**config.mk**
```make
export PLATFORM = sky130hd
export DESIGN_NAME = tpdm_mux
export DESIGN_NICKNAME = d
export VERILOG_FILES = /design/src/hdl/tpdm_pkg.sv /design/src/hdl/tpdm_mux.sv
export VERILOG_INCLUDE_DIRS = /design/src /design/src/hdl
export SDC_FILE = /design/constraint.sdc
export NUM_CORES = 1
export LEC_CHECK = 0
export CAP_MARGIN = 20
export CORE_ASPECT_RATIO = 1.75
export CORE_MARGIN = 8
export CORE_UTILIZATION = 69
export CTS_CLUSTER_SIZE = 10
export DETAILED_ROUTE_END_ITERATION = 8
export DONT_BUFFER_PORTS = 1
export PLACE_DENSITY = 0.84
export SYNTH_ARGS = -nofsm -noshare
export SYNTH_HDL_FRONTEND = slang
export SYNTH_SLANG_ARGS = --single-unit
```
**constraint.sdc**
```tcl
create_clock -name clk_sys -period 7.6 [get_ports clk_sys]
set_input_delay 1.52 -clock clk_sys [delete_from_list [all_inputs] [get_ports clk_sys]]
set_output_delay 1.52 -clock clk_sys [all_outputs]
set_load 0.01 [all_outputs]
```
**src/hdl/tpdm_defs.svh**
```systemverilog
// Register offsets, field positions and reset values of the port data mux select block
`ifndef TPDM_DEFS_SVH
`define TPDM_DEFS_SVH

// ==============================================================
// Register byte addresses
`define TPDM_ROUTE_OFS      4'h0
`define TPDM_XBAR_OFS       4'h4
`define TPDM_STATUS_OFS     4'h8

// ==============================================================
// Route register fields
`define TPDM_RT_TOP_LSB     0
`define TPDM_RT_BOT_LSB     4
`define TPDM_RT_SB_LSB      8
`define TPDM_RT_FLIP_BIT    16
`define TPDM_RT_SBANA_BIT   17
`define TPDM_RT_BUFOE_LSB   20
`define TPDM_ROUTE_RST      32'h0000_0000
`define TPDM_ROUTE_MASK     32'h0073_0fff

// ==============================================================
// Crossbar register fields
`define TPDM_XB_SEL_LSB     0
`define TPDM_XB_EN_LSB      8
`define TPDM_XB_LOOP_BIT    12
`define TPDM_XBAR_RST       32'h0000_1000
`define TPDM_XBAR_MASK      32'h0000_173f

// ==============================================================
// Status register fields
`define TPDM_ST_REJ_LSB     20

// ==============================================================
// Bus answers
`define TPDM_RESP_OKAY      2'h0
`define TPDM_RESP_SLVERR    2'h2

`endif

```
**src/hdl/tpdm_pkg.sv**
```systemverilog
// Types shared by the port data mux select block
package tpdm_pkg;

	// ==============================================================
	// Source that a logical port position may carry
	typedef enum logic [3:0] {
		TPDM_SRC_NONE   = 4'h0,
		TPDM_SRC_ROOT   = 4'h1,
		TPDM_SRC_LSEP   = 4'h2,
		TPDM_SRC_SWD    = 4'h3,
		TPDM_SRC_DBGAB  = 4'h4,
		TPDM_SRC_DBGCD  = 4'h5,
		TPDM_SRC_AUX    = 4'h6,
		TPDM_SRC_SBUART = 4'h7,
		TPDM_SRC_LANE   = 4'h8
	} tpdm_src_t;

	// Positive and negative half of a pair
	typedef struct packed {
		logic pos;
		logic neg;
	} tpdm_pair_t;

	// Receptacle data pins, in/out/enable each
	typedef struct packed {
		logic sbTwo;
		logic sbOne;
		logic botDminus;
		logic botDplus;
		logic topDminus;
		logic topDplus;
	} tpdm_pins_t;

endpackage

```
**src/hdl/tpdm_mux.sv**
```systemverilog
// Type-C port data multiplexer select logic with AXI4-Lite register access
`timescale 1ns/1ns
`default_nettype none
`include "tpdm_defs.svh"

// Notes on behaviour
// - A flipped plug swaps which physical D+/D- pair serves top and bottom.
// - Each output depends on orientation and the selected interface source.
// - Sideband pins swap their two signals when orientation is reversed.
// - Each source has fixed plus/minus pin assignments; only selection varies.
// - UART and sideband UART paths are buffered with separate output enables.
// - Sideband UART may instead pass like an analog switch.
// - Core-routed signals are sampled and driven on the system clock.
// - Crossbar maps main UART, sideband UART, general pins to any core lane.
// - Root port goes to top or bottom pair, never sideband.
// - Low-speed endpoint goes to top or bottom pair, never sideband.
// - Debug clock on plus/sideband one, debug data on minus/sideband two.
// - Debug lines a,c on plus/sideband one; b,d on minus/sideband two.
// - Auxiliary channel plus on plus/sideband one, minus on minus/two.
// - Sideband UART only on sideband pins: out on one, in on two.
// - Lane zero on top pair, lane two on sideband pins.
// - High-speed transmit and receive pairs never pass this block.
// - After reset main UART receive loops buffered onto main UART transmit.
module tpdm_mux
	import tpdm_pkg::*;
#(
	parameter int LANES = 3
)(
	// Clock and reset
	input  wire logic              clk_sys,
	input  wire logic              rst,
	// AXI4-Lite slave
	input  wire logic [3:0]        s_axi_awaddr,
	input  wire logic              s_axi_awvalid,
	output logic                   s_axi_awready,
	input  wire logic [31:0]       s_axi_wdata,
	input  wire logic [3:0]        s_axi_wstrb,
	input  wire logic              s_axi_wvalid,
	output logic                   s_axi_wready,
	output logic [1:0]             s_axi_bresp,
	output logic                   s_axi_bvalid,
	input  wire logic              s_axi_bready,
	input  wire logic [3:0]        s_axi_araddr,
	input  wire logic              s_axi_arvalid,
	output logic                   s_axi_arready,
	output logic [31:0]            s_axi_rdata,
	output logic [1:0]             s_axi_rresp,
	output logic                   s_axi_rvalid,
	input  wire logic              s_axi_rready,
	// System-side pair sources, index by source code 1..7
	input  wire tpdm_pair_t [7:0]  sysDrv,
	input  wire tpdm_pair_t [7:0]  sysDrvEn,
	output tpdm_pair_t [7:0]       sysRcv,
	// Main UART and general pins
	input  wire logic              mainUartRx,
	output logic                   mainUartTx,
	input  wire logic [1:0]        generalPinIn,
	output logic [1:0]             generalPinOut,
	output logic [1:0]             generalPinOe,
	// Receptacle data pins
	input  wire tpdm_pins_t        portIn,
	output tpdm_pins_t             portOut,
	output tpdm_pins_t             portOe
);

	if (LANES != 3) begin : g_chk
		$error("tpdm_mux serves exactly three core lanes");
	end

	// ==============================================================
	// Source permission per logical position (0 top, 1 bottom, 2 sideband)
	function automatic logic srcAllowed(input logic [1:0] posIdx, input logic [3:0] src);
		logic ok;
		ok = 1'b0;
		if (src == TPDM_SRC_NONE)
			ok = 1'b1;
		else if (src == TPDM_SRC_ROOT || src == TPDM_SRC_LSEP)
			ok = (posIdx != 2'd2);
		else if (src == TPDM_SRC_SBUART)
			ok = (posIdx == 2'd2);
		else if (src <= TPDM_SRC_LANE)
			ok = 1'b1;
		return ok;
	endfunction

	// ==============================================================
	// Register file
	logic [31:0] routeReg_r, routeReg_nxt;
	logic [31:0] xbarReg_r, xbarReg_nxt;
	logic        awHeld_r, awHeld_nxt, wHeld_r, wHeld_nxt;
	logic [3:0]  awAddr_r, awAddr_nxt;
	logic [31:0] wData_r, wData_nxt;
	logic [3:0]  wStrb_r, wStrb_nxt;
	logic        bValid_r, bValid_nxt, rValid_r, rValid_nxt;
	logic [1:0]  bResp_r, bResp_nxt, rResp_r, rResp_nxt;
	logic [31:0] rData_r, rData_nxt;
	logic [31:0] statusWord;
	logic [31:0] strbMask;

	// Effective selection after rejection
	logic [3:0] effSrc [3];
	logic [2:0] rejected;
	logic       flip, sbAnalog, loopBack;
	logic [2:0] bufOe, laneEn;

	assign flip     = routeReg_r[`TPDM_RT_FLIP_BIT];
	assign sbAnalog = routeReg_r[`TPDM_RT_SBANA_BIT];
	assign bufOe    = routeReg_r[`TPDM_RT_BUFOE_LSB +: 3];
	assign laneEn   = xbarReg_r[`TPDM_XB_EN_LSB +: 3];
	assign loopBack = xbarReg_r[`TPDM_XB_LOOP_BIT];

	// Illegal choices, and duplicated ones other than the lane code, leave the later position open
	always_comb
	begin
		logic [3:0] reqSrc [3];
		reqSrc[0] = routeReg_r[`TPDM_RT_TOP_LSB +: 4];
		reqSrc[1] = routeReg_r[`TPDM_RT_BOT_LSB +: 4];
		reqSrc[2] = routeReg_r[`TPDM_RT_SB_LSB +: 4];
		for (int i = 0; i < 3; i++)
		begin
			effSrc[i]   = srcAllowed(2'(i), reqSrc[i]) ? reqSrc[i] : TPDM_SRC_NONE;
			for (int j = 0; j < i; j++)
				if (effSrc[j] != TPDM_SRC_NONE && effSrc[j] == effSrc[i] && effSrc[i] != TPDM_SRC_LANE)
					effSrc[i] = TPDM_SRC_NONE;
			rejected[i] = (effSrc[i] != reqSrc[i]);
		end
	end

	assign statusWord = {9'h0, rejected, 3'h0, sbAnalog, 3'h0, flip, effSrc[2], effSrc[1], effSrc[0]};
	assign strbMask   = {{8{wStrb_r[3]}}, {8{wStrb_r[2]}}, {8{wStrb_r[1]}}, {8{wStrb_r[0]}}};

	// AXI4-Lite: address and data taken in either order, answer one cycle after both
	always_comb
	begin
		logic [31:0] merged;
		merged        = 32'h0;
		awHeld_nxt    = awHeld_r;
		wHeld_nxt     = wHeld_r;
		awAddr_nxt    = awAddr_r;
		wData_nxt     = wData_r;
		wStrb_nxt     = wStrb_r;
		bValid_nxt    = bValid_r;
		bResp_nxt     = bResp_r;
		rValid_nxt    = rValid_r;
		rResp_nxt     = rResp_r;
		rData_nxt     = rData_r;
		routeReg_nxt  = routeReg_r;
		xbarReg_nxt   = xbarReg_r;
		if (s_axi_awvalid && !awHeld_r)
		begin
			awHeld_nxt = 1'b1;
			awAddr_nxt = s_axi_awaddr;
		end
		if (s_axi_wvalid && !wHeld_r)
		begin
			wHeld_nxt = 1'b1;
			wData_nxt = s_axi_wdata;
			wStrb_nxt = s_axi_wstrb;
		end
		if (bValid_r && s_axi_bready)
			bValid_nxt = 1'b0;
		if (awHeld_r && wHeld_r && !bValid_r)
		begin
			awHeld_nxt = 1'b0;
			wHeld_nxt  = 1'b0;
			bValid_nxt = 1'b1;
			bResp_nxt  = `TPDM_RESP_OKAY;
			if (awAddr_r == `TPDM_ROUTE_OFS)
			begin
				merged       = (routeReg_r & ~strbMask) | (wData_r & strbMask);
				routeReg_nxt = merged & `TPDM_ROUTE_MASK;
			end
			else if (awAddr_r == `TPDM_XBAR_OFS)
			begin
				merged      = (xbarReg_r & ~strbMask) | (wData_r & strbMask);
				xbarReg_nxt = merged & `TPDM_XBAR_MASK;
			end
			else if (awAddr_r != `TPDM_STATUS_OFS)
				bResp_nxt = `TPDM_RESP_SLVERR;
		end
		if (rValid_r && s_axi_rready)
			rValid_nxt = 1'b0;
		if (s_axi_arvalid && !rValid_r)
		begin
			rValid_nxt = 1'b1;
			rResp_nxt  = `TPDM_RESP_OKAY;
			if (s_axi_araddr == `TPDM_ROUTE_OFS)
				rData_nxt = routeReg_r;
			else if (s_axi_araddr == `TPDM_XBAR_OFS)
				rData_nxt = xbarReg_r;
			else if (s_axi_araddr == `TPDM_STATUS_OFS)
				rData_nxt = statusWord;
			else
			begin
				rData_nxt = 32'h0;
				rResp_nxt = `TPDM_RESP_SLVERR;
			end
		end
	end

	// Registers of the bus slave
	always_ff @(posedge clk_sys)
	begin
		if (rst)
		begin
			routeReg_r <= `TPDM_ROUTE_RST;
			xbarReg_r  <= `TPDM_XBAR_RST;
			awHeld_r   <= 1'b0;
			wHeld_r    <= 1'b0;
			awAddr_r   <= 4'h0;
			wData_r    <= 32'h0;
			wStrb_r    <= 4'h0;
			bValid_r   <= 1'b0;
			bResp_r    <= 2'h0;
			rValid_r   <= 1'b0;
			rResp_r    <= 2'h0;
			rData_r    <= 32'h0;
		end
		else
		begin
			routeReg_r <= routeReg_nxt;
			xbarReg_r  <= xbarReg_nxt;
			awHeld_r   <= awHeld_nxt;
			wHeld_r    <= wHeld_nxt;
			awAddr_r   <= awAddr_nxt;
			wData_r    <= wData_nxt;
			wStrb_r    <= wStrb_nxt;
			bValid_r   <= bValid_nxt;
			bResp_r    <= bResp_nxt;
			rValid_r   <= rValid_nxt;
			rResp_r    <= rResp_nxt;
			rData_r    <= rData_nxt;
		end
	end

	assign s_axi_awready = !awHeld_r;
	assign s_axi_wready  = !wHeld_r;
	assign s_axi_bvalid  = bValid_r;
	assign s_axi_bresp   = bResp_r;
	assign s_axi_arready = !rValid_r;
	assign s_axi_rvalid  = rValid_r;
	assign s_axi_rresp   = rResp_r;
	assign s_axi_rdata   = rData_r;

	// ==============================================================
	// Pin routing; every path is sampled and driven on clk_sys, which caps its rate
	tpdm_pins_t portOut_r, portOut_nxt, portOe_r, portOe_nxt;
	tpdm_pair_t [7:0] sysRcv_r, sysRcv_nxt;
	logic       mainUartTx_r, mainUartTx_nxt;
	logic [1:0] gpOut_r, gpOut_nxt, gpOe_r, gpOe_nxt;

	always_comb
	begin
		tpdm_pair_t physIn [3];
		tpdm_pair_t drvVal [3];
		tpdm_pair_t drvOe [3];
		logic [2:0] laneTx, laneRx;
		logic [1:0] laneSel [3];
		laneTx  = '0;
		laneRx  = '0;
		laneSel = '{default: 2'd0};
		drvVal  = '{default: '0};
		drvOe   = '{default: '0};
		// Physical pairs seen from each logical position
		physIn[0] = flip ? '{portIn.botDplus, portIn.botDminus} : '{portIn.topDplus, portIn.topDminus};
		physIn[1] = flip ? '{portIn.topDplus, portIn.topDminus} : '{portIn.botDplus, portIn.botDminus};
		physIn[2] = flip ? '{portIn.sbTwo, portIn.sbOne} : '{portIn.sbOne, portIn.sbTwo};
		// Crossbar: each lane picks main UART, sideband UART or a general pin
		for (int k = 0; k < 3; k++)
		begin
			laneSel[k] = xbarReg_r[`TPDM_XB_SEL_LSB + 2*k +: 2];
			laneRx[k]  = physIn[k].neg;
			case (laneSel[k])
				2'd0:    laneTx[k] = mainUartRx;
				2'd1:    laneTx[k] = sysDrv[TPDM_SRC_SBUART].pos;
				2'd2:    laneTx[k] = generalPinIn[0];
				default: laneTx[k] = generalPinIn[1];
			endcase
		end
		sysRcv_nxt     = '0;
		mainUartTx_nxt = loopBack ? mainUartRx : 1'b1;
		gpOut_nxt      = 2'b00;
		gpOe_nxt       = 2'b00;
		for (int k = 2; k >= 0; k--)
			if (laneEn[k] && effSrc[k] == TPDM_SRC_LANE)
			begin
				if (laneSel[k] == 2'd0 && !loopBack)
					mainUartTx_nxt = laneRx[k];
				else if (laneSel[k] == 2'd1)
					sysRcv_nxt[TPDM_SRC_SBUART].neg = laneRx[k];
				else if (laneSel[k][1])
				begin
					gpOut_nxt[laneSel[k][0]] = laneRx[k];
					gpOe_nxt[laneSel[k][0]]  = 1'b1;
				end
			end
		// Fixed plus/minus assignment of each source on the chosen position
		for (int i = 0; i < 3; i++)
		begin
			drvVal[i] = '0;
			drvOe[i]  = '0;
			if (effSrc[i] == TPDM_SRC_LANE)
			begin
				drvVal[i].pos = laneTx[i];
				drvOe[i].pos  = bufOe[i] & laneEn[i];
			end
			else if (effSrc[i] == TPDM_SRC_SBUART)
			begin
				drvVal[i].pos = sysDrv[TPDM_SRC_SBUART].pos;
				drvOe[i].pos  = sbAnalog ? sysDrvEn[TPDM_SRC_SBUART].pos : bufOe[i];
				sysRcv_nxt[TPDM_SRC_SBUART].neg = physIn[i].neg;
			end
			else if (effSrc[i] != TPDM_SRC_NONE)
			begin
				drvVal[i] = sysDrv[effSrc[i][2:0]];
				drvOe[i]  = sysDrvEn[effSrc[i][2:0]];
				sysRcv_nxt[effSrc[i][2:0]] = physIn[i];
			end
		end
		// Back onto physical pins; no high-speed lane exists here by design
		portOut_nxt = '0;
		portOe_nxt  = '0;
		{portOut_nxt.topDplus, portOut_nxt.topDminus} = flip ? drvVal[1] : drvVal[0];
		{portOe_nxt.topDplus, portOe_nxt.topDminus}   = flip ? drvOe[1] : drvOe[0];
		{portOut_nxt.botDplus, portOut_nxt.botDminus} = flip ? drvVal[0] : drvVal[1];
		{portOe_nxt.botDplus, portOe_nxt.botDminus}   = flip ? drvOe[0] : drvOe[1];
		{portOut_nxt.sbOne, portOut_nxt.sbTwo} = flip ? {drvVal[2].neg, drvVal[2].pos} : drvVal[2];
		{portOe_nxt.sbOne, portOe_nxt.sbTwo}   = flip ? {drvOe[2].neg, drvOe[2].pos} : drvOe[2];
	end

	// Pin registers; outputs come straight from here
	always_ff @(posedge clk_sys)
	begin
		if (rst)
		begin
			portOut_r    <= '0;
			portOe_r     <= '0;
			sysRcv_r     <= '0;
			mainUartTx_r <= 1'b1;
			gpOut_r      <= 2'b00;
			gpOe_r       <= 2'b00;
		end
		else
		begin
			portOut_r    <= portOut_nxt;
			portOe_r     <= portOe_nxt;
			sysRcv_r     <= sysRcv_nxt;
			mainUartTx_r <= mainUartTx_nxt;
			gpOut_r      <= gpOut_nxt;
			gpOe_r       <= gpOe_nxt;
		end
	end

	assign portOut       = portOut_r;
	assign portOe        = portOe_r;
	assign sysRcv        = sysRcv_r;
	assign mainUartTx    = mainUartTx_r;
	assign generalPinOut = gpOut_r;
	assign generalPinOe  = gpOe_r;

	// ==============================================================
	// Checks
	flip_swap_a: assert property (@(posedge clk_sys) disable iff (rst)
		(flip && effSrc[0] == TPDM_SRC_ROOT && $stable(routeReg_r)) |=> portOut.botDplus == $past(sysDrv[1].pos))
		else $error("flipped root port not on bottom pair");
	sb_no_root_a: assert property (@(posedge clk_sys) disable iff (rst)
		effSrc[2] != TPDM_SRC_ROOT && effSrc[2] != TPDM_SRC_LSEP)
		else $error("usb pair selected on sideband");
	sb_uart_only_a: assert property (@(posedge clk_sys) disable iff (rst)
		effSrc[0] != TPDM_SRC_SBUART && effSrc[1] != TPDM_SRC_SBUART)
		else $error("sideband uart on data pair");
	no_dup_a: assert property (@(posedge clk_sys) disable iff (rst)
		(effSrc[0] != TPDM_SRC_NONE && effSrc[0] != TPDM_SRC_LANE) |-> (effSrc[1] != effSrc[0] && effSrc[2] != effSrc[0]))
		else $error("source on two positions");
	reset_loop_a: assert property (@(posedge clk_sys)
		$fell(rst) |-> loopBack ##1 mainUartTx == $past(mainUartRx))
		else $error("uart loopback missing after reset");
	buf_oe_a: assert property (@(posedge clk_sys) disable iff (rst)
		(!flip && effSrc[0] == TPDM_SRC_LANE && !bufOe[0] && $stable(routeReg_r)) |=> !portOe.topDplus)
		else $error("buffered lane drives while disabled");
	sb_swap_a: assert property (@(posedge clk_sys) disable iff (rst)
		(flip && effSrc[2] == TPDM_SRC_SWD && $stable(routeReg_r)) |=> portOut.sbTwo == $past(sysDrv[3].pos))
		else $error("sideband pair not swapped");
	sb_analog_a: assert property (@(posedge clk_sys) disable iff (rst)
		(sbAnalog && effSrc[2] == TPDM_SRC_SBUART && !flip && $stable(routeReg_r))
			|=> portOe.sbOne == $past(sysDrvEn[7].pos))
		else $error("analog sideband uart enable wrong");

endmodule // tpdm_mux
`default_nettype wire

```
[Word level (Yosys, flattened, before mapping)]
Index checks and enable logic that the tools add are counted.
Cells by class
  reduce and logical (&&, ||, !) cells: 49
  multiplexer cells: 160
  magnitude comparators: 15
  equality and inequality tests: 34
  bitwise gates (word level): 13
Operators by type and width (number)
  two-way mux 2 bit: 54
  two-way mux 16 bit: 6
  two-way mux 23 bit: 3
  two-way mux 1 bit: 68
  bitwise mux 16 bit: 3
  AND 23 bit: 2
  two-way mux 14 bit: 3
  binary-select mux 2 bit (select 3 bit): 6
  equality test 4 x 3 -> 1 bit, second input constant: 8
  logical AND 1 bit: 25
  two-way mux 4 bit: 6
  inverter 23 bit: 1
  OR 23 bit: 1
  logical NOT 4 bit: 5
  demux 2 bit (select 3 bit): 3
  equality test 4 bit, second input constant: 4
  != test 4 bit, second input constant: 4
  AND 13 bit: 1
  OR 13 bit: 1
  equality test 4 x 1 -> 1 bit, second input constant: 3
  equality test 4 x 2 -> 1 bit, second input constant: 3
  equality test 4 bit: 3
  <= comparator 4 bit, second input constant: 3
  less-than comparator 3 x 4 -> 1 bit, second input constant: 3
  21 further kinds: 52
Storage, ports and cells
  output and inout port bits: 74
  register bits: 130
  input bits: 92
  logic and storage cells: 314

[Logic depth before layout (Yosys ltp)]
  depth after elaboration: 35
  mapped depth: 12
  depth with buffers taken out: 9

[Least setup slack after synthesis]
OpenSTA, ideal clock, no wires.
  path type: in2reg
  from: input port sysDrv[12] (netlist bit)
  to: register portOut_r (netlist bit portOut[3])
  arrival: 2.623 ns
  setup slack: 4.907 ns
  stages: 6
  required time: 7.530 ns
  path through: inv_1 o21ai_0 a222oi_1 or4_1 or2_2 a21oi_1
Between the ends
  word-level cells in the longest chain between the ends: 6
  elaborated cells between the ends (all ways): 11
  those cells by class: 11 x mux
Ends and longest elaborated chain
  from (decl): line tpdm_mux.sv:51  | input wire tpdm_pair_t [7:0] sysDrv,
  binary-select mux 2 bit (select 3 bit): line tpdm_mux.sv:315  | drvVal[i] = sysDrv[effSrc[i][2:0]];
  two-way mux 2 bit (not written as such): line tpdm_mux.sv:315
  two-way mux 2 bit: line tpdm_mux.sv:313  | else if (effSrc[i] != TPDM_SRC_NONE)
  two-way mux 1 bit: line tpdm_mux.sv:307  | else if (effSrc[i] == TPDM_SRC_SBUART)
  two-way mux 1 bit: line tpdm_mux.sv:302  | if (effSrc[i] == TPDM_SRC_LANE)
  two-way mux 2 bit *: line tpdm_mux.sv:325  | {portOut_nxt.botDplus, portOut_nxt.botDminus} = flip ? drvVal[0] : drvVal[1];
  to (signal assigned): line tpdm_mux.sv:345  | portOut_r <= portOut_nxt;
  to (decl): line tpdm_mux.sv:247  | tpdm_pins_t portOut_r, portOut_nxt, portOe_r, portOe_nxt;
Mark *: on every way between the ends. The rest lies on a longest branch, timed or not. The select of a mux whose other input is x is not followed.
A chain may end at the register's enable or synchronous reset.

==> run summary <==
GPL Wtd Cong -> 0.976
First-pass GRT wire length -> 31,400 um
Total gr overflow -> 0
Fin crit share -> 47.4%
Leading area contributor after synthesis -> dfxtp_1
IO Pins -> 166
Pleak -> 0.00225 uW
Top_reg_cell synth -> dfxtp_1
Drt via density -> 7.09
Setup Skew -> 0.00587 ns
Synth Register Bits -> 109
Post-CTS resize count -> 0
Largest net degree at the start of global routing -> 109
Clock latency on the worst-skew pair -> 0.35 ns
Post-detail-place hpwl -> 15,300 um
Fin. max-slew vios -> 0
Synth top area cells -> dfxtp_1, nand2_1, a21oi_1
Fill cells -> 700
Maximum clock path buffer count -> 2
Synth cell types -> 78
Initial antenna violation count -> 0
Warnings, synthesis -> 0
Drt pass-1 iters -> 8
Vias after detailed routing -> 6,086
Vias in the first global route -> 5,894
Most frequent cells in the layout -> nand2_1, dfxtp_1, nor2_1
P per Cell Area -> 179 nW/um^2
Die W -> 87.2 um
TNS Setup -> 0 ns
Clk root buf -> clkbuf_16
Routed wire length per instance -> 24.0 um
Commonest non-fill, non-tap cell in the layout -> nand2_1
Yosys top cell area share -> 35.6%
Final #Nets -> 829
Buffer count from post-CTS setup fixing -> 0
CTS tree -> yes
Area delta synth->final -> 3.21%
Port bufs -> 0
Post-synthesis cell count -> 774
DRT antenna net count -> 0
Status -> completed
Final Hold Fails -> 0
CP Capture Type -> flip-flop
Register area share after synthesis -> 35.6%
Share of cells above drive strength 1 -> 7.02%
Slew margin rel. -> 29.2%
Hold crit path type -> flip-flop to flip-flop
Critical path arrival -> 3.81 ns
Htree depth -> 3
Startpoint Class -> flip-flop
Final setup viols -> 0
Die area -> 12,300 sq um
Post-layout minimum cycle time -> 3.60 ns
CP Class -> flip-flop to flip-flop
Inserted Clock Buffers -> 9
Post-synth EDFFs -> 0
Worst-Margin Slew -> 1.05 ns
Clock Sinks -> 109
Overall power -> 1130 uW
Drt initial violations -> 565
Starting Density -> 70.7%
Worst VDD drop -> 0.186 mV
Die height -> 141 um
MaxCap Viol Count -> 0
Worst-path clk slew -> 0.07 ns
All-layer global routing usage -> 33.2%
Antenna Cells -> 0
Hold_buf cts -> 0
Asr flop ratio synth -> 0%
DRC viols -> 0
Fmax -> 278 MHz
CP required -> 7.81 ns
RSZ-0062 raised after global routing -> false
Synth Cell Area -> 6130 sq um
FP Rows -> 45
Mapped Avg Cell Area -> 7.92 sq um
CP Max Fanout -> 19
Core box area -> 8670 sq um
Post-Route WL -> 20,600 um
## per-stage QoR
step           utilization, %  cell area, sq um  worst slack [ns]  hold slack (ns)  std cells
2_1_floorplan               -              6190              4.91            0.436        792
3_3_place_gp             69.5              6030              4.18            0.439        843
3_5_place_dp             69.5              6030              4.10            0.444        843
4_1_cts                  72.9              6320              4.06            0.454        858
5_1_grt                  72.9              6320              3.80            0.487        858
6_report                 72.9              6320              4.00            0.460        858
## cell type report
class | count | area (sq um) | share of cell area (%)
clock inverter | 6 | 72.6 | 1.15
tap | 117 | 146 | 2.31
sequential | 109 | 2180 | 34.5
clock buffer | 9 | 225 | 3.56
inverter | 15 | 56.3 | 0.890
multi-input combinational | 597 | 3600 | 57.0
timing repair buffer | 5 | 37.5 | 0.594
## worst max-delay path: stages (launching register included)
cell and delay [ns]:
dfxtp_1 0.87, or3_1 0.28, nand2_1 0.18, nor4b_2 0.50, a31oi_4 0.30, xnor2_1 0.25
or3_1 0.38, or2_1 0.39, a21oi_1 0.23, a311oi_1 0.08
## cells by family (layout without fill, tap and decap cells)
group,after synthesis,in the layout,synth area share (%)
and+or+nand+nor,319,319,24.5
AOI/OAI and AO/OA,212,212,24.5
DFF,109,109,35.6
buffers and inverters,86,35,6.68
muxes,42,42,7.60
xor gates and xnor gates,5,5,1.08
other,1,19,0.0612
## final timing paths
check                            startpoint     endpoint  cells after the start  slack (ns)
worst min-delay path            wData_r[12]  wData_r[12]                      2        0.46
worst min register to register  wData_r[12]  wData_r[12]                      2        0.46
worst max-delay path              flip-flop    portOe[5]                      9        4.00
worst max register to register    flip-flop    portOe[5]                      9        4.00
## Yosys cell counts, drive strengths merged (4+ instances only)
cell,n
nor3,23
o22ai,16
a211oi,7
or4,4
a211o,4
nand3,37
a22oi,13
nand2b,5
nor2,74
o211ai,4
a31o,4
nor2b,11
nand2,114
inv,14
nand4,5
dfxtp,109
nor4,8
clkbuf,41
buf,30
a31oi,19
or3,10
and3,11
o21a,5
mux2,6
xnor2,5
a221oi,18
a21o,4
mux2i,33
a21oi,71
a222oi,4
o21ai,18
and2,6
## report_power, final
group          internal, uW  switching [uW]  total (uW)  leakage, uW
clock                   258             220         478     0.000141
combinational          20.8            37.2        58.1      0.00122
sequential              583            13.6         597     0.000885
total                   862             271        1130      0.00225
## layer usage
| layer | up-vias | share of wire (%) | GRT usage [%] |
|---|---|---|---|
| met5 | - | 0 | 0 |
| met4 | 0 | 7.1 | 23.1 |
| met3 | 102 | 9.1 | 8.56 |
| met2 | 404 | 51 | 58.9 |
| met1 | 2857 | 32 | 32.2 |
| li1 | 2723 | - | - |
Power figures use the tool's default switching activity.
